===== src/rtl/pit_pkg.sv =====
// Constants, field layouts and state types of the three-channel interval timer.
// Assumes one core clock; all pin-side inputs except rst are synchronised inside the top module.
package pit_pkg;

  // ----------------------------------------------------------------
  // Sizes and addressing
  // ----------------------------------------------------------------
  localparam int         NUM_CNT      = 3;
  localparam int         CNT_W        = 16;
  localparam logic [1:0] CW_ADDR      = 2'h3;
  localparam logic [1:0] SEL_READBACK = 2'h3;

  // ----------------------------------------------------------------
  // Control word fields
  // ----------------------------------------------------------------
  localparam int SEL_HI           = 7;
  localparam int SEL_LO           = 6;
  localparam int LOAD_FORMAT_HIGH = 5;
  localparam int LOAD_FORMAT_LOW  = 4;
  localparam int MODE_HI          = 3;
  localparam int MODE_LO          = 1;
  localparam int BCD_BIT          = 0;
  localparam int RB_NO_COUNT      = 5;
  localparam int RB_NO_STATUS     = 4;
  localparam int RB_SEL_LO        = 1;
  localparam int CTRL_W           = 6;

  localparam logic [1:0] FMT_LATCH = 2'h0;
  localparam logic [1:0] FMT_LOW   = 2'h1;
  localparam logic [1:0] FMT_HIGH  = 2'h2;
  localparam logic [1:0] FMT_BOTH  = 2'h3;

  localparam logic [2:0] MODE0 = 3'h0;
  localparam logic [2:0] MODE1 = 3'h1;
  localparam logic [2:0] MODE2 = 3'h2;
  localparam logic [2:0] MODE3 = 3'h3;
  localparam logic [2:0] MODE4 = 3'h4;
  localparam logic [2:0] MODE5 = 3'h5;

  localparam logic [15:0] CNT_ZERO  = 16'h0000;
  localparam logic [15:0] CNT_ONE   = 16'h0001;
  localparam logic [3:0]  BCD_NINE  = 4'h9;
  localparam logic [3:0]  BCD_ZERO  = 4'h0;
  localparam logic [7:0]  BYTE_ZERO = 8'h00;

  // ----------------------------------------------------------------
  // State types
  // ----------------------------------------------------------------
  typedef struct packed {
    logic [15:0]       count;
    logic [15:0]       init;
    logic [15:0]       latch;
    logic [7:0]        status;
    logic [CTRL_W-1:0] ctrl;
    logic              latched;
    logic              stlat;
    logic              wr_hi;
    logic              rd_hi;
    logic              load;
    logic              nul;
    logic              armed;
    logic              trig;
    logic              out;
  } pit_cnt_s;

  typedef struct packed {
    logic       cs_n;
    logic       rd_n;
    logic       wr_n;
    logic [1:0] addr;
    logic [7:0] data;
  } pit_bus_s;

  localparam pit_bus_s BUS_IDLE = '{cs_n: 1'b1, rd_n: 1'b1, wr_n: 1'b1, addr: 2'h0, data: 8'h00};

  typedef struct packed {
    pit_cnt_s [NUM_CNT-1:0] cnt;
    pit_bus_s               bs1;
    pit_bus_s               bs2;
    pit_bus_s               bs3;
    logic [NUM_CNT-1:0]     ck1;
    logic [NUM_CNT-1:0]     ck2;
    logic [NUM_CNT-1:0]     ck3;
    logic [NUM_CNT-1:0]     gt1;
    logic [NUM_CNT-1:0]     gt2;
    logic [NUM_CNT-1:0]     gt3;
    logic [7:0]             dout;
    logic                   oe;
  } pit_state_s;

endpackage


===== src/rtl/pit_top.sv =====
// Three-channel programmable interval timer with its 8-bit parallel host port.
// Assumes all pins (strobes, data, counter clocks, gates) are asynchronous to core_clk
// and change slowly against it; each passes at least two flip-flops before use, and write data and address three.
`timescale 1ns/10ps

module pit_top
  import pit_pkg::*;
(
  input  wire logic                        core_clk,
  input  wire logic                        rst,
  input  wire logic                        cs_n,
  input  wire logic                        rd_n,
  input  wire logic                        wr_n,
  input  wire logic [1:0]                  addr,
  input  wire logic [7:0]                  data_in,
  output logic      [7:0]                  data_out,
  output logic                             data_oe,
  input  wire logic [pit_pkg::NUM_CNT-1:0] cnt_clk,
  input  wire logic [pit_pkg::NUM_CNT-1:0] gate,
  output logic      [pit_pkg::NUM_CNT-1:0] cnt_out
);
  import pit_pkg::*;

  // ----------------------------------------------------------------
  // State and helpers
  // ----------------------------------------------------------------
  pit_state_s q;
  pit_state_s d;
  logic       wr_end;
  logic       rd_end;
  logic       cw_wr;

  // A strobe is acted on at its trailing edge, when data and address are settled.
  assign wr_end = !q.bs3.cs_n && !q.bs3.wr_n && q.bs2.wr_n;
  assign rd_end = !q.bs3.cs_n && !q.bs3.rd_n && q.bs2.rd_n;
  assign cw_wr  = wr_end && (q.bs3.addr == CW_ADDR);

  // One step down; BCD borrows digit by digit, so zero wraps to 9999.
  function automatic logic [15:0] pit_dec(input logic [15:0] v, input logic bcd);
    logic [15:0] r;
    logic        brw;
    r   = v - CNT_ONE;
    brw = 1'b1;
    if (bcd) begin
      r = v;
      for (int k = 0; k < 4; k++) begin
        if (brw) begin
          if (v[k*4 +: 4] == BCD_ZERO) begin
            r[k*4 +: 4] = BCD_NINE;
          end else begin
            r[k*4 +: 4] = v[k*4 +: 4] - 4'h1;
            brw = 1'b0;
          end
        end
      end
    end
    return r;
  endfunction

  // ----------------------------------------------------------------
  // Next state
  // ----------------------------------------------------------------
  always_comb begin
    pit_cnt_s    c;
    pit_cnt_s    rc;
    logic        fall;
    logic        en;
    logic [2:0]  md;
    logic [1:0]  fmt;
    logic [15:0] nx;
    logic [15:0] nx2;
    logic [15:0] src;
    logic [7:0]  cw;
    c    = '0;
    rc   = '0;
    fall = 1'b0;
    en   = 1'b0;
    md   = MODE0;
    fmt  = FMT_LATCH;
    nx   = CNT_ZERO;
    nx2  = CNT_ZERO;
    src  = CNT_ZERO;
    cw   = q.bs3.data;
    d    = q;

    d.bs1.cs_n = cs_n;
    d.bs1.rd_n = rd_n;
    d.bs1.wr_n = wr_n;
    d.bs1.addr = addr;
    d.bs1.data = data_in;
    d.bs2      = q.bs1;
    d.bs3      = q.bs2;
    d.ck1      = cnt_clk;
    d.ck2      = q.ck1;
    d.ck3      = q.ck2;
    d.gt1      = gate;
    d.gt2      = q.gt1;
    d.gt3      = q.gt2;

    for (int i = 0; i < NUM_CNT; i++) begin
      c    = q.cnt[i];
      fall = q.ck3[i] && !q.ck2[i];
      md   = c.ctrl[MODE_HI:MODE_LO];
      // Codes 6 and 7 alias modes 2 and 3.
      if (md[1]) begin
        md = {1'b0, md[1:0]};
      end
      fmt = c.ctrl[LOAD_FORMAT_HIGH:LOAD_FORMAT_LOW];
      en  = (md == MODE1 || md == MODE5) ? 1'b1 : q.gt2[i];
      nx  = pit_dec(c.count, c.ctrl[BCD_BIT]);
      nx2 = pit_dec(nx, c.ctrl[BCD_BIT]);

      // Gate edges: triggers for one-shots, restart for the rate modes.
      if (q.gt2[i] && !q.gt3[i] && md != MODE0 && md != MODE4) begin
        c.trig = 1'b1;
      end
      if (!q.gt2[i] && (md == MODE2 || md == MODE3)) begin
        c.out = 1'b1;
      end

      // Counter clock edge; runs whatever the chip select does.
      if (fall) begin
        if (md == MODE4 || md == MODE5) begin
          c.out = 1'b1;
        end
        if (c.trig && !c.nul) begin
          c.count = c.init;
          c.armed = 1'b1;
          c.trig  = 1'b0;
          c.load  = 1'b0;
          if (md == MODE1) begin
            c.out = 1'b0;
          end
        end else if (c.load && md != MODE1 && md != MODE5) begin
          c.count = c.init;
          c.armed = 1'b1;
          c.load  = 1'b0;
          c.nul   = 1'b0;
        end else if (c.armed && en) begin
          case (md)
            MODE0, MODE1: begin
              c.count = nx;
              if (nx == CNT_ZERO) begin
                c.out = 1'b1;
              end
            end
            MODE2: begin
              if (c.count == CNT_ONE) begin
                c.count = c.init;
                c.out   = 1'b1;
              end else begin
                c.count = nx;
                c.out   = (nx != CNT_ONE);
              end
            end
            MODE3: begin
              if (nx == CNT_ZERO || nx2 == CNT_ZERO) begin
                c.count = c.init;
                c.out   = !c.out;
              end else begin
                c.count = nx2;
              end
            end
            default: begin
              c.count = nx;
              if (nx == CNT_ZERO) begin
                c.out   = 1'b0;
                c.armed = 1'b0;
              end
            end
          endcase
        end
        if (c.trig && c.nul) begin
          c.trig = 1'b0;
        end
      end

      // Host byte written to this counter.
      if (wr_end && q.bs3.addr == 2'(i)) begin
        case (fmt)
          FMT_LOW: begin
            c.init = {BYTE_ZERO, q.bs3.data};
            c.load = 1'b1;
            c.nul  = 1'b1;
          end
          FMT_HIGH: begin
            c.init = {q.bs3.data, BYTE_ZERO};
            c.load = 1'b1;
            c.nul  = 1'b1;
          end
          FMT_BOTH: begin
            if (!c.wr_hi) begin
              c.init[7:0] = q.bs3.data;
              c.wr_hi     = 1'b1;
              if (md == MODE0) begin
                c.armed = 1'b0;
              end
            end else begin
              c.init[15:8] = q.bs3.data;
              c.wr_hi      = 1'b0;
              c.load       = 1'b1;
              c.nul        = 1'b1;
            end
          end
          default: begin
          end
        endcase
        if (c.load && md == MODE0) begin
          c.out = 1'b0;
        end
      end

      // Host read of this counter finished: advance the byte order.
      if (rd_end && q.bs3.addr == 2'(i)) begin
        if (c.stlat) begin
          c.stlat = 1'b0;
        end else if (fmt == FMT_BOTH && !c.rd_hi) begin
          c.rd_hi = 1'b1;
        end else begin
          c.rd_hi   = 1'b0;
          c.latched = 1'b0;
        end
      end

      // Control word: read-back, latch command or reprogramming.
      if (cw_wr) begin
        if (cw[SEL_HI:SEL_LO] == SEL_READBACK) begin
          if (cw[RB_SEL_LO + i]) begin
            // A second read-back before the read leaves the first snapshot alone.
            if (!cw[RB_NO_COUNT] && !c.latched) begin
              c.latch   = c.count;
              c.latched = 1'b1;
            end
            if (!cw[RB_NO_STATUS] && !c.stlat) begin
              c.status = {c.out, c.nul, c.ctrl};
              c.stlat  = 1'b1;
            end
          end
        end else if (cw[SEL_HI:SEL_LO] == 2'(i)) begin
          if (cw[LOAD_FORMAT_HIGH:LOAD_FORMAT_LOW] == FMT_LATCH) begin
            if (!c.latched) begin
              c.latch   = c.count;
              c.latched = 1'b1;
            end
          end else begin
            c.ctrl    = cw[CTRL_W-1:0];
            c.out     = (cw[MODE_HI:MODE_LO] != MODE0);
            c.armed   = 1'b0;
            c.load    = 1'b0;
            c.trig    = 1'b0;
            c.nul     = 1'b1;
            c.wr_hi   = 1'b0;
            c.rd_hi   = 1'b0;
            c.latched = 1'b0;
            c.stlat   = 1'b0;
          end
        end
      end
      d.cnt[i] = c;
    end

    // Read data path; the control word address reads as zero.
    d.oe   = !q.bs2.cs_n && !q.bs2.rd_n;
    d.dout = BYTE_ZERO;
    if (q.bs2.addr != CW_ADDR) begin
      rc  = q.cnt[q.bs2.addr];
      src = rc.latched ? rc.latch : rc.count;
      fmt = rc.ctrl[LOAD_FORMAT_HIGH:LOAD_FORMAT_LOW];
      if (rc.stlat) begin
        d.dout = rc.status;
      end else if (fmt == FMT_HIGH || (fmt == FMT_BOTH && rc.rd_hi)) begin
        d.dout = src[15:8];
      end else begin
        d.dout = src[7:0];
      end
    end
  end

  // ----------------------------------------------------------------
  // State register
  // ----------------------------------------------------------------
  always_ff @(posedge core_clk) begin
    if (rst) begin
      q     <= '0;
      q.bs1 <= BUS_IDLE;
      q.bs2 <= BUS_IDLE;
      q.bs3 <= BUS_IDLE;
    end else begin
      q <= d;
    end
  end

  assign data_out = q.dout;
  assign data_oe  = q.oe;
  for (genvar g = 0; g < NUM_CNT; g++) begin : g_out
    assign cnt_out[g] = q.cnt[g].out;
  end

  // ----------------------------------------------------------------
  // Checks
  // ----------------------------------------------------------------
  cs_release_a: assert property (@(posedge core_clk) disable iff (rst)
    q.bs2.cs_n |=> !data_oe)
    else $error("data driven while deselected");
  cs_ignore_a: assert property (@(posedge core_clk) disable iff (rst)
    (q.bs3.cs_n && !q.bs3.wr_n && q.bs2.wr_n) |=> $stable(q.cnt[0].ctrl))
    else $error("write taken while deselected");
  mode0_low_a: assert property (@(posedge core_clk) disable iff (rst)
    (cw_wr && q.bs3.data[SEL_HI:SEL_LO] == 2'h0
     && q.bs3.data[LOAD_FORMAT_HIGH:LOAD_FORMAT_LOW] != FMT_LATCH
     && q.bs3.data[MODE_HI:MODE_LO] == MODE0) |=> !cnt_out[0] && q.cnt[0].nul)
    else $error("mode 0 output not low after control word");
  tc_high_a: assert property (@(posedge core_clk) disable iff (rst)
    (q.cnt[0].ctrl[MODE_HI:MODE_LO] == MODE0 && q.cnt[0].armed && q.gt2[0]
     && q.ck3[0] && !q.ck2[0] && !q.cnt[0].load && !wr_end
     && q.cnt[0].count == CNT_ONE) |=> cnt_out[0] ##1 cnt_out[0])
    else $error("mode 0 output not high at terminal count");
  gate_hold_a: assert property (@(posedge core_clk) disable iff (rst)
    (q.cnt[0].ctrl[MODE_HI:MODE_LO] == MODE0 && !q.gt2[0] && !q.cnt[0].load
     && !q.cnt[0].trig && !cw_wr) |=> $stable(q.cnt[0].count))
    else $error("mode 0 counted with gate low");
  halt_first_a: assert property (@(posedge core_clk) disable iff (rst)
    (wr_end && q.bs3.addr == 2'h0 && q.cnt[0].ctrl[MODE_HI:MODE_LO] == MODE0
     && q.cnt[0].ctrl[LOAD_FORMAT_HIGH:LOAD_FORMAT_LOW] == FMT_BOTH && !q.cnt[0].wr_hi)
    |=> !q.cnt[0].armed && q.cnt[0].wr_hi)
    else $error("first byte did not halt mode 0");
  latch_hold_a: assert property (@(posedge core_clk) disable iff (rst)
    (q.cnt[0].latched && !rd_end && !cw_wr) |=> q.cnt[0].latched && $stable(q.cnt[0].latch))
    else $error("latched count moved before read");
  readback_a: assert property (@(posedge core_clk) disable iff (rst)
    (cw_wr && q.bs3.data[SEL_HI:SEL_LO] == SEL_READBACK && q.bs3.data[RB_SEL_LO]
     && !q.bs3.data[RB_NO_COUNT] && !q.cnt[0].latched)
    |=> q.cnt[0].latched && q.cnt[0].latch == $past(q.cnt[0].count))
    else $error("read-back did not latch counter 0");
  wrap_zero_a: assert property (@(posedge core_clk) disable iff (rst)
    (q.cnt[0].armed && q.ck3[0] && !q.ck2[0] && q.gt2[0] && !q.cnt[0].load && !q.cnt[0].trig
     && !cw_wr && !wr_end && q.cnt[0].count == CNT_ZERO
     && q.cnt[0].ctrl[MODE_HI:MODE_LO] == MODE0)
    |=> q.cnt[0].count == (q.cnt[0].ctrl[BCD_BIT] ? 16'h9999 : 16'hFFFF))
    else $error("zero did not wrap to full range");

endmodule // pit_top


===== config.mk =====
export PLATFORM = sky130hd
export DESIGN_NAME = pit_top
export DESIGN_NICKNAME = d
export VERILOG_FILES = /design/src/rtl/pit_pkg.sv /design/src/rtl/pit_top.sv
export SDC_FILE = /design/constraint.sdc
export NUM_CORES = 1
export LEC_CHECK = 0
export BUFFER_PORTS_ARGS = -buffer_cell sky130_fd_sc_hd__buf_2
export CORE_MARGIN = 5
export CORE_UTILIZATION = 50
export CTS_CLUSTER_SIZE = 40
export DETAILED_ROUTE_END_ITERATION = 6
export PLACE_DENSITY = 0.66
export SLEW_MARGIN = 20
export SYNTH_ARGS = -nofsm -noshare
export SYNTH_HDL_FRONTEND = slang
export SYNTH_SLANG_ARGS = --single-unit

===== constraint.sdc =====
create_clock -name core_clk -period 10.1 [get_ports core_clk]
set_input_delay 1.01 -clock core_clk [delete_from_list [all_inputs] [get_ports core_clk]]
set_output_delay 1.01 -clock core_clk [all_outputs]
set_load 0.01 [all_outputs]

# Word-level counts from Yosys, hierarchy flattened
# Index checks and enable logic that the tools add are counted.
dict set report word_totals {
  reg_bits 279
  in_bits 21
  output_inout_bits 12
  wordCells 651
}
dict set report op_classes {
  addsub 30
  magnitude_cmp 1
  n_eq_ne 63
  muxes 315
  bitwise_logic 3
  n_reduce_logical 171
}
# operator count
set op_table {}
lappend op_table {{16-bit 2-to-1 mux} 40}
lappend op_table {{4-bit 2-to-1 mux} 42}
lappend op_table {{1-bit 2-to-1 mux} 166}
lappend op_table {{16-bit one-hot mux with 3 select lines} 3}
lappend op_table {{71-bit binary-select mux with 2-bit select} 1}
lappend op_table {{8-bit 2-to-1 mux} 14}
lappend op_table {{16-bit zero test} 6}
lappend op_table {{4-bit zero test} 24}
lappend op_table {{16-bit one-hot mux with 2 select lines} 3}
lappend op_table {{16-bit by 1-bit subtractor with 16-bit output (second input constant)} 6}
lappend op_table {{4-bit by 1-bit subtractor with 4-bit output (second input constant)} 24}
lappend op_table {{24-bit 2-to-1 mux} 3}
lappend op_table {{71-bit 2-to-1 mux} 1}
lappend op_table {{1-bit logical AND} 55}
lappend op_table {{9-bit 2-to-1 mux} 6}
lappend op_table {{16-bit by 1-bit equality test with 1-bit output (second input constant)} 3}
lappend op_table {{16-bit by 1-bit != test with 1-bit output (second input constant)} 3}
lappend op_table {{2-bit 2-to-1 mux} 18}
lappend op_table {{1-bit zero test} 31}
lappend op_table {{2-bit equality test (second input constant)} 12}
lappend op_table {{2-bit != test (second input constant)} 12}
lappend op_table {{4-bit AND reduction} 6}
lappend op_table {{7-bit 2-to-1 mux} 3}
lappend op_table {{3-bit nonzero test} 7}
lappend op_table {{21 further kinds} 94}

# Depth between registers and ports, before layout
# Gate-level depths: netlist of the first run.
dict set report logic_depth {
  ltp_word 36
  mapped_depth 18
}

# Least setup slack after synthesis of the first run
# OpenSTA, ideal clock, no wires.
dict set report synth_timing {
  path_type {register to register}
  from {reg q[121] (netlist bit)}
  to {reg q[93] (netlist bit)}
  setup_time_ps 103
  t_arrival_ps 4402
  setup_slack_ps 5594
  path_stages_with_launch 18
  path_buffers 3
  synth_period_minus_slack_ps 4506
  path_cell_list {dfxtp_1 -> clkbuf_1 -> inv_1 -> ha_1 -> nor3b_1 -> buf_2 -> nand3_1 -> xnor2_1 -> or2_1 -> or4b_1 -> buf_2 -> xnor2_1 -> nand4_1 -> o41ai_4 -> o21a_1 -> or2_2 -> a221oi_1 -> a2111oi_2}
}
dict set report synth_between {
  elab_chain_len 25
}
# item line_no
set synth_rtl {}
lappend synth_rtl {{start, declared} pit_top.sv:27} ;# pit_state_s q;
lappend synth_rtl {{branches (longest 16 deep; another with 16-bit by 1-bit subtractor with 16-bit output)} --}
lappend synth_rtl {{16-bit one-hot mux with 2 select lines (*)} pit_top.sv:140} ;# case (md)
lappend synth_rtl {{16-bit 2-to-1 mux (*)} pit_top.sv:139} ;# end else if (c.armed && en) begin
lappend synth_rtl {{16-bit 2-to-1 mux (*)} pit_top.sv:134} ;# end else if (c.load && md != MODE1 && md != MODE5) begin
lappend synth_rtl {{16-bit 2-to-1 mux (*)} pit_top.sv:126} ;# if (c.trig && !c.nul) begin
lappend synth_rtl {{16-bit 2-to-1 mux (*)} pit_top.sv:122} ;# if (fall) begin
lappend synth_rtl {{16-bit 2-to-1 mux} pit_top.sv:241} ;# if (!c.latched) begin
lappend synth_rtl {{16-bit 2-to-1 mux} pit_top.sv:240} ;# if (cw[LOAD_FORMAT_HIGH:LOAD_FORMAT_LOW] == FMT_LATCH) begin
lappend synth_rtl {{16-bit 2-to-1 mux} pit_top.sv:239} ;# end else if (cw[SEL_HI:SEL_LO] == 2'(i)) begin
lappend synth_rtl {{16-bit 2-to-1 mux (*)} pit_top.sv:227} ;# if (cw[SEL_HI:SEL_LO] == SEL_READBACK) begin
# Every way passes the cells marked *. The select of a mux whose other input is x is not followed.
# A chain may end at the register's enable or synchronous reset.

# Worst setup path in the final report of the first run
# Ends and elaborated chain as after synthesis.

==> results of run 1 <==
-- final cells by class --
type | instances | area (µm²)
timing repair buffer | 61 | 384
tap | 461 | 577
clock inverter | 8 | 146
sequential | 279 | 5590
inverter | 63 | 236
multi-input combinational | 1893 | 11500
antenna | 1 | 2.50
fill | 3483 | 16400
clock buffer | 44 | 873
-- kinds of logic after synthesis --
group | synth area share (%)
adders and majority gates | 2.01
muxes | 3.78
DFF | 30.9
xor gates and xnor gates | 2.38
buffers and inverters | 5.76
AOI/OAI and AO/OA | 27.2
and+or+nand+nor | 27.9
-- sequential cells by signal (all words and copies together), names as in the netlist --
signal    flops
d            38
cnt_out       3
q           229
data_oe       1
data_out      8
-- metal layers --
layer,GRT usage [%],share of wire [%],up-vias
li1,-,-,8744
met1,45.3,42,9069
met2,48.9,44,1130
met3,6.50,10,195
met4,11.5,3.9,0
met5,0,0,-
-- worst paths after layout --
check / start / end / cells past startpoint
hold reg to reg: d[50] / d[37] / 1
hold / removal: d[50] / d[37] / 1
setup / recovery: q[121] / q[93] / 14
setup reg to reg: q[121] / q[93] / 14
-- critical path: cells and delay by family (launching register included) --
family | cells | cell delay (ps)
AND/OR/NAND/NOR | 5 | 2010
AO/OA/AOI/OAI | 5 | 1730
flip-flops | 1 | 660
adder cells (fa/ha/maj) | 1 | 410
XOR/XNOR | 2 | 400
buffers and inverters | 1 | 160
-- cell usage after synthesis, types with 29 or more instances --
master / instances
sky130_fd_sc_hd__a21oi_1: 220
sky130_fd_sc_hd__clkbuf_1: 166
sky130_fd_sc_hd__dfxtp_1: 279
sky130_fd_sc_hd__ha_1: 29
sky130_fd_sc_hd__inv_1: 63
sky130_fd_sc_hd__mux2i_1: 53
sky130_fd_sc_hd__nand2_1: 253
sky130_fd_sc_hd__nand3_1: 102
sky130_fd_sc_hd__nor2_1: 240
sky130_fd_sc_hd__nor2b_1: 68
sky130_fd_sc_hd__nor3_1: 76
sky130_fd_sc_hd__o211ai_1: 29
sky130_fd_sc_hd__o21ai_0: 111
sky130_fd_sc_hd__o221ai_1: 41
sky130_fd_sc_hd__o22ai_1: 56
sky130_fd_sc_hd__or2_2: 36
sky130_fd_sc_hd__or3_1: 31
sky130_fd_sc_hd__xnor2_1: 40
-- power by group through the flow --
stage	logic (mW)	registers, mW	clock network (mW)
after detailed placement	0.0781	1.14	0
after floorplan	0.0576	1.14	0
after CTS	0.0782	1.12	1.15
after global placement	0.0772	1.14	0
after global routing	0.0854	1.12	1.21
final	0.0800	1.12	1.14
==> PnR_summary.wiki, run 1 <==
{| class="wikitable"
! Metric !! Value
|-
| Area added between synthesis and finish || 6.67%
|-
| Startpoint type of the worst setup path || flop
|-
| Setup slack of the most critical reg-to-reg path || 4590 ps
|-
| Failing checks || DRC
|-
| Clock Tree Root || sky130_fd_sc_hd__clkbuf_16
|-
| Arrival time of data at the critical path endpoint || 5960 ps
|-
| Number of buffer cells added on primary ports || 32
|-
| Count of endpoints failing hold in the final timing report || 0
|-
| Final Core Density || 54.0%
|-
| Critical path endpoint category || flop
|-
| Floorplan die width || 200 µm
|-
| Cell with the largest stage delay on the worst path || sky130_fd_sc_hd__o41ai_4
|-
| CTS tree || built
|-
| Height of the die || 200 µm
|-
| H-tree lvl count || 1
|-
| Post-synthesis net count || 2481
|-
| Total power || 2.34 mW
|-
| Worst hold margin || 410 ps
|-
| Net switching share of the total power || 22.7%
|-
| Worst EP required || 10560 ps
|-
| Final-report setup violation count || 0
|-
| CP cell instances || inv_1, ha_1, xor2_1, nor4_1, and2_1, a22oi_1, or4b_1, xnor2_1, nand4_1, o41ai_4, o21a_1, or2_2, a221oi_1, a2111oi_2
|-
| Sw power || 0.531 mW
|-
| Final max-slew violation count || 0
|-
| Leading register cell type out of synthesis || sky130_fd_sc_hd__dfxtp_1
|-
| Worst path setup slack after routing || 4590 ps
|-
| Num CTS Buffers || 30
|-
| Global route total overflow || 0
|-
| HPWL Detailed || 48.0 mm
|-
| Insertion delay of the later-clocked pin in the worst-skew pair || 610 ps
|-
| # Post-CTS Setup Buffers || 0
|-
| Maximum cell stage delay along the critical path || 870 ps
|-
| Number of violations reported at the end of detailed-routing iteration 0 || 2453
|-
| Post-detailed-route DRC marker count || 13
|-
| Status || complete, but fails checks
|-
| Maximum number of pins on one net before global-route repair || 89
|-
| Post-layout instance area || 19300 µm²
|-
| WL/cell || 23.8 µm
|-
| Sequential cell fraction of total power || 47.8%
|-
| Netlist cell types || 91
|-
| Comb power frac || 3.4%
|-
| Register clock-pin slew on the reported worst setup and hold paths || 60 ps
|-
| Number of warnings printed during yosys synthesis || 0
|-
| Peak Freq || 0.182 GHz
|-
| Post-detailed-placement cell area || 18200 µm²
|-
| Total via count in the routed design || 19100
|-
| Number of hold-repair buffers added at the cts stage || 0
|-
| Most frequent cells in the layout || sky130_fd_sc_hd__dfxtp_1, sky130_fd_sc_hd__nand2_1, sky130_fd_sc_hd__nor2_1, sky130_fd_sc_hd__a21oi_1, sky130_fd_sc_hd__o21ai_0
|-
| Maximum VDD drop || 0.146 mV
|-
| Number of synthesized register bits || 279
|-
| Via density per instance || 6.81
|-
| Reported max-cap violation count || 0
|-
| Worst min path class || flop to flop
|-
| Portion of the post-synthesis area used by sequential elements || 30.9%
|-
| Post-Synthesis Cells || 2431
|-
| Top cell type by total area after synthesis || sky130_fd_sc_hd__dfxtp_1
|-
| Number of flops mapped to enable cells by yosys || 0
|-
| Via count of the first global-routing pass || 17300
|-
| Slew HR || 25.1%
|-
| Post-route setup TNS || 0 ps
|-
| Row cnt || 69
|-
| Die ar. || 40000 µm²
|-
| Total placed cells including tap cells || 2757
|-
| Clock sinks || 279
|-
| Largest cells by area after synthesis || sky130_fd_sc_hd__dfxtp_1, sky130_fd_sc_hd__a21oi_1, sky130_fd_sc_hd__nand2_1, sky130_fd_sc_hd__nor2_1, sky130_fd_sc_hd__clkbuf_1
|-
| PwrDens || 122 nW/µm²
|-
| Dpl ws || 4740 ps
|-
| Power Internal || 1.81 mW
|-
| Largest fanout on the critical path || 16
|-
| Fraction of synthesized cell area taken by the top area cell type || 30.9%
|-
| Period minus WS final || 5510 ps
|-
| Proportion of layout cells with a drive suffix above 1 || 8.13%
|-
| Leakage power summed over all cells || 6.94 nW
|-
| Placeable core region || 35700 µm²
|-
| Number of antenna-violating nets in the routed design || 0
|-
| Initial Utilization || 50.7%
|-
| Average cell area after synthesis || 7.43 µm²
|-
| Top-Level Pins || 33
|-
| Overall routing resource usage || 32.1%
|-
| Share of flip-flops with an asynchronous set or reset || 0%
|-
| Actual slew at the worst max-slew pin || 1110 ps
|-
| Worst setup path class || flop to flop
|-
| Final layout net count || 2378
|-
| Final Cycle Share || 54.5%
|-
| Post-Layout Cell Count || 2810
|-
| Total Routed Length || 66.9 mm
|-
| Worst clock skew on the final layout || 56.2 ps
|-
| Unrepaired setup endpoints after global routing || false
|-
| Initial antenna violation count || 0
|-
| Global-route wire length before repair || 102 mm
|-
| Deepest clock path buffer count || 3
|-
| Fraction of power consumed by the clock network || 48.8%
|-
| Post-synth design cell area || 18100 µm²
|-
| Post-CTS resize count || 0
|-
| Most frequent standard cell in the layout excluding fill and tap cells || sky130_fd_sc_hd__dfxtp_1
|-
| Routability congestion estimate from global placement || 0.985
|-
| First-pass DRT Iterations || 7
|}
(Power assumes the default switching activity.)
==> inputs of run 2 (changes only) <==
- clock period: 10.1 -> 5.1 ns (I/O delays scaled with it)
==> PnR_summary.wiki, run 2 (synthesis results as in run 1) <==
{| class="wikitable"
! Metric !! Value
|-
| Via density per instance || 6.69 (-1.7%)
|-
| # Post-CTS Setup Buffers || 0 (unchanged)
|-
| Count of cells along the worst register-to-register path || 15 (+1)
|-
| Initial Utilization || 50.7% (unchanged)
|-
| Number of violations reported at the end of detailed-routing iteration 0 || 2639 (+7.6%)
|-
| Floorplan die width || 200 µm (unchanged)
|-
| Number of buffer cells added on primary ports || 32 (unchanged)
|-
| Peak Freq || 0.209 GHz (+15%)
|-
| Initial antenna violation count || 1 (+1)
|-
| Most frequent standard cell in the layout excluding fill and tap cells || sky130_fd_sc_hd__dfxtp_1
|-
| Final-report setup violation count || 0 (unchanged)
|-
| Worst path setup slack after routing || 313 ps (-4280 ps)
|-
| Startpoint type of the worst setup path || flop
|-
| Dpl ws || 399 ps (-4350 ps)
|-
| Post-layout instance area || 19600 µm² (+1.8%)
|-
| Count of endpoints failing hold in the final timing report || 0 (unchanged)
|-
| Reported max-cap violation count || 0 (unchanged)
|-
| Worst clock skew on the final layout || 54.1 ps (-2.05 ps)
|-
| Worst EP required || 5550 ps (-5010 ps)
|-
| Post-detailed-route DRC marker count || 1 (-12)
|-
| Most frequent cells in the layout || sky130_fd_sc_hd__dfxtp_1, sky130_fd_sc_hd__nand2_1, sky130_fd_sc_hd__nor2_1, sky130_fd_sc_hd__a21oi_1, sky130_fd_sc_hd__o21ai_0
|-
| H-tree lvl count || 1 (unchanged)
|-
| Area added between synthesis and finish || 8.58%
|-
| Post-detailed-placement cell area || 18700 µm² (+2.4%)
|-
| Number of hold-repair buffers added at the cts stage || 0 (unchanged)
|-
| ANT cells || 0 (-1)
|-
| Worst min path class || input port to flop
|-
| Critical path endpoint category || flop
|-
| Actual slew at the worst max-slew pin || 996 ps (-116 ps)
|-
| Final max-slew violation count || 0 (unchanged)
|-
| Top-Level Pins || 33 (unchanged)
|-
| Largest fanout on the critical path || 12 (-4)
|-
| Failing checks || DRC
|-
| Unrepaired setup endpoints after global routing || false
|-
| Register clock-pin slew on the reported worst setup and hold paths || 60 ps (about the same)
|-
| Number of flip-flops under the largest register name || 229 (unchanged)
|-
| Global route total overflow || 0 (unchanged)
|-
| First-pass DRT Iterations || 7 (unchanged)
|-
| Global-route wire length before repair || 102 mm (+0.24%)
|-
| Maximum number of pins on one net before global-route repair || 88 (-1.1%)
|-
| Via count of the first global-routing pass || 17400 (+0.25%)
|-
| Post-route setup TNS || 0 ps (unchanged)
|-
| Proportion of layout cells with a drive suffix above 1 || 10.4% (+2.2 points)
|-
| Clock Tree Root || sky130_fd_sc_hd__clkbuf_16
|-
| WL/cell || 23.3 µm (-1.9%)
|-
| Period minus WS final || 4790 ps (-719 ps)
|-
| Leakage power summed over all cells || 7.18 nW (+3.4%)
|-
| Placeable core region || 35700 µm² (unchanged)
|-
| Row cnt || 69 (unchanged)
|-
| Die ar. || 40000 µm² (unchanged)
|-
| Largest reg by FF count || q
|-
| Num CTS Buffers || 30 (unchanged)
|-
| Maximum VDD drop || 0.292 mV (+100%)
|-
| Insertion delay of the later-clocked pin in the worst-skew pair || 600 ps (about the same)
|-
| Arrival time of data at the critical path endpoint || 5240 ps (-720 ps)
|-
| Final layout net count || 2435 (+2.4%)
|-
| Final Core Density || 55.0% (+0.97 points)
|-
| Number of fillers in the final layout || 3485 (+0.057%)
|-
| Routability congestion estimate from global placement || 1.02 (+3.6%)
|-
| Height of the die || 200 µm (unchanged)
|-
| CTS tree || built
|-
| Worst setup path class || flop to flop
|-
| Number of antenna-violating nets in the routed design || 0 (unchanged)
|-
| Post-CTS resize count || 0 (unchanged)
|-
| PwrDens || 226 nW/µm² (+86%)
|-
| Deepest clock path buffer count || 3 (unchanged)
|-
| Total via count in the routed design || 19200 (+0.23%)
|-
| Final Cycle Share || 93.9% (+39 points)
|-
| Status || complete, but fails checks
|-
| Overall routing resource usage || 32.3% (+0.19 points)
|-
| HPWL Detailed || 49.5 mm (+3.1%)
|-
| Hold Path Depth || 2 (+1)
|-
| Slew HR || 33.2% (+8.1 points)
|-
| Total Routed Length || 66.9 mm (about the same)
|-
| Clock sinks || 279 (unchanged)
|}
[run 2: worst max-delay path: stages (launching register included)]
cell and delay, ps:
sky130_fd_sc_hd__dfxtp_1 540, sky130_fd_sc_hd__inv_1 160, sky130_fd_sc_hd__ha_1 350, sky130_fd_sc_hd__and2_1 270, sky130_fd_sc_hd__and2_1 180, sky130_fd_sc_hd__or3_1 370, sky130_fd_sc_hd__a21oi_1 290, sky130_fd_sc_hd__nand2_1 100
sky130_fd_sc_hd__a2111oi_0 490, sky130_fd_sc_hd__buf_4 190, sky130_fd_sc_hd__nand4_1 150, sky130_fd_sc_hd__nor4_1 640, sky130_fd_sc_hd__o211a_1 250, sky130_fd_sc_hd__nor3_1 40, sky130_fd_sc_hd__o31a_1 320, sky130_fd_sc_hd__o32ai_1 330
[run 2: report_power, final]
| part | total [mW] | switching (mW) | leakage (nW) | internal (mW) |
|---|---|---|---|---|
| clock network | 2.05 | 0.914 | 0.447 | 1.14 |
| registers | 2.22 | 0.0155 | 2.26 | 2.20 |
| logic | 0.159 | 0.105 | 4.47 | 0.0545 |
| total | 4.43 | 1.03 | 7.18 | 3.40 |
[run 2: per-stage QoR]
| step | instances | hold WS [ps] | power [mW] |
|---|---|---|---|
| after detailed placement | 2814 | 399 | 2.42 |
| after global routing | 2866 | 75.6 | 4.57 |
| final | 2866 | 83.6 | 4.43 |
| after floorplan | 2431 | 389 | 2.37 |
| after global placement | 2814 | 397 | 2.42 |
| after CTS | 2866 | 62.5 | 4.46 |
[run 2: path summary, 6_finish.rpt]
| path | from | end | slack [ps] |
|---|---|---|---|
| max | q[122] | cnt_out[0] | 310 |
| min | wr_n | d[50] | 80 |
| max reg2reg | q[122] | cnt_out[0] | 310 |
| min reg2reg | d[51] | d[38] | 410 |
[run 2: area by class of cell]
type | instances | area (µm²) | area share [%]
inverters | 63 | 236 | 1.21
flip-flops and latches | 279 | 5590 | 28.5
multi-input cells | 1893 | 11500 | 58.4
clock inverters | 14 | 115 | 0.587
well taps | 461 | 577 | 2.94
repair buffers | 118 | 825 | 4.20
clock buffers | 38 | 821 | 4.18
[run 2: layer usage]
| layer | global-route usage, % | vias to the layer above | part of all wire, % |
|---|---|---|---|
| met5 | 0 | - | 0 |
| met3 | 5.39 | 208 | 9.1 |
| met4 | 13.1 | 0 | 4.9 |
| li1 | - | 8856 | - |
| met1 | 45.3 | 9078 | 43 |
| met2 | 49.7 | 1040 | 43 |
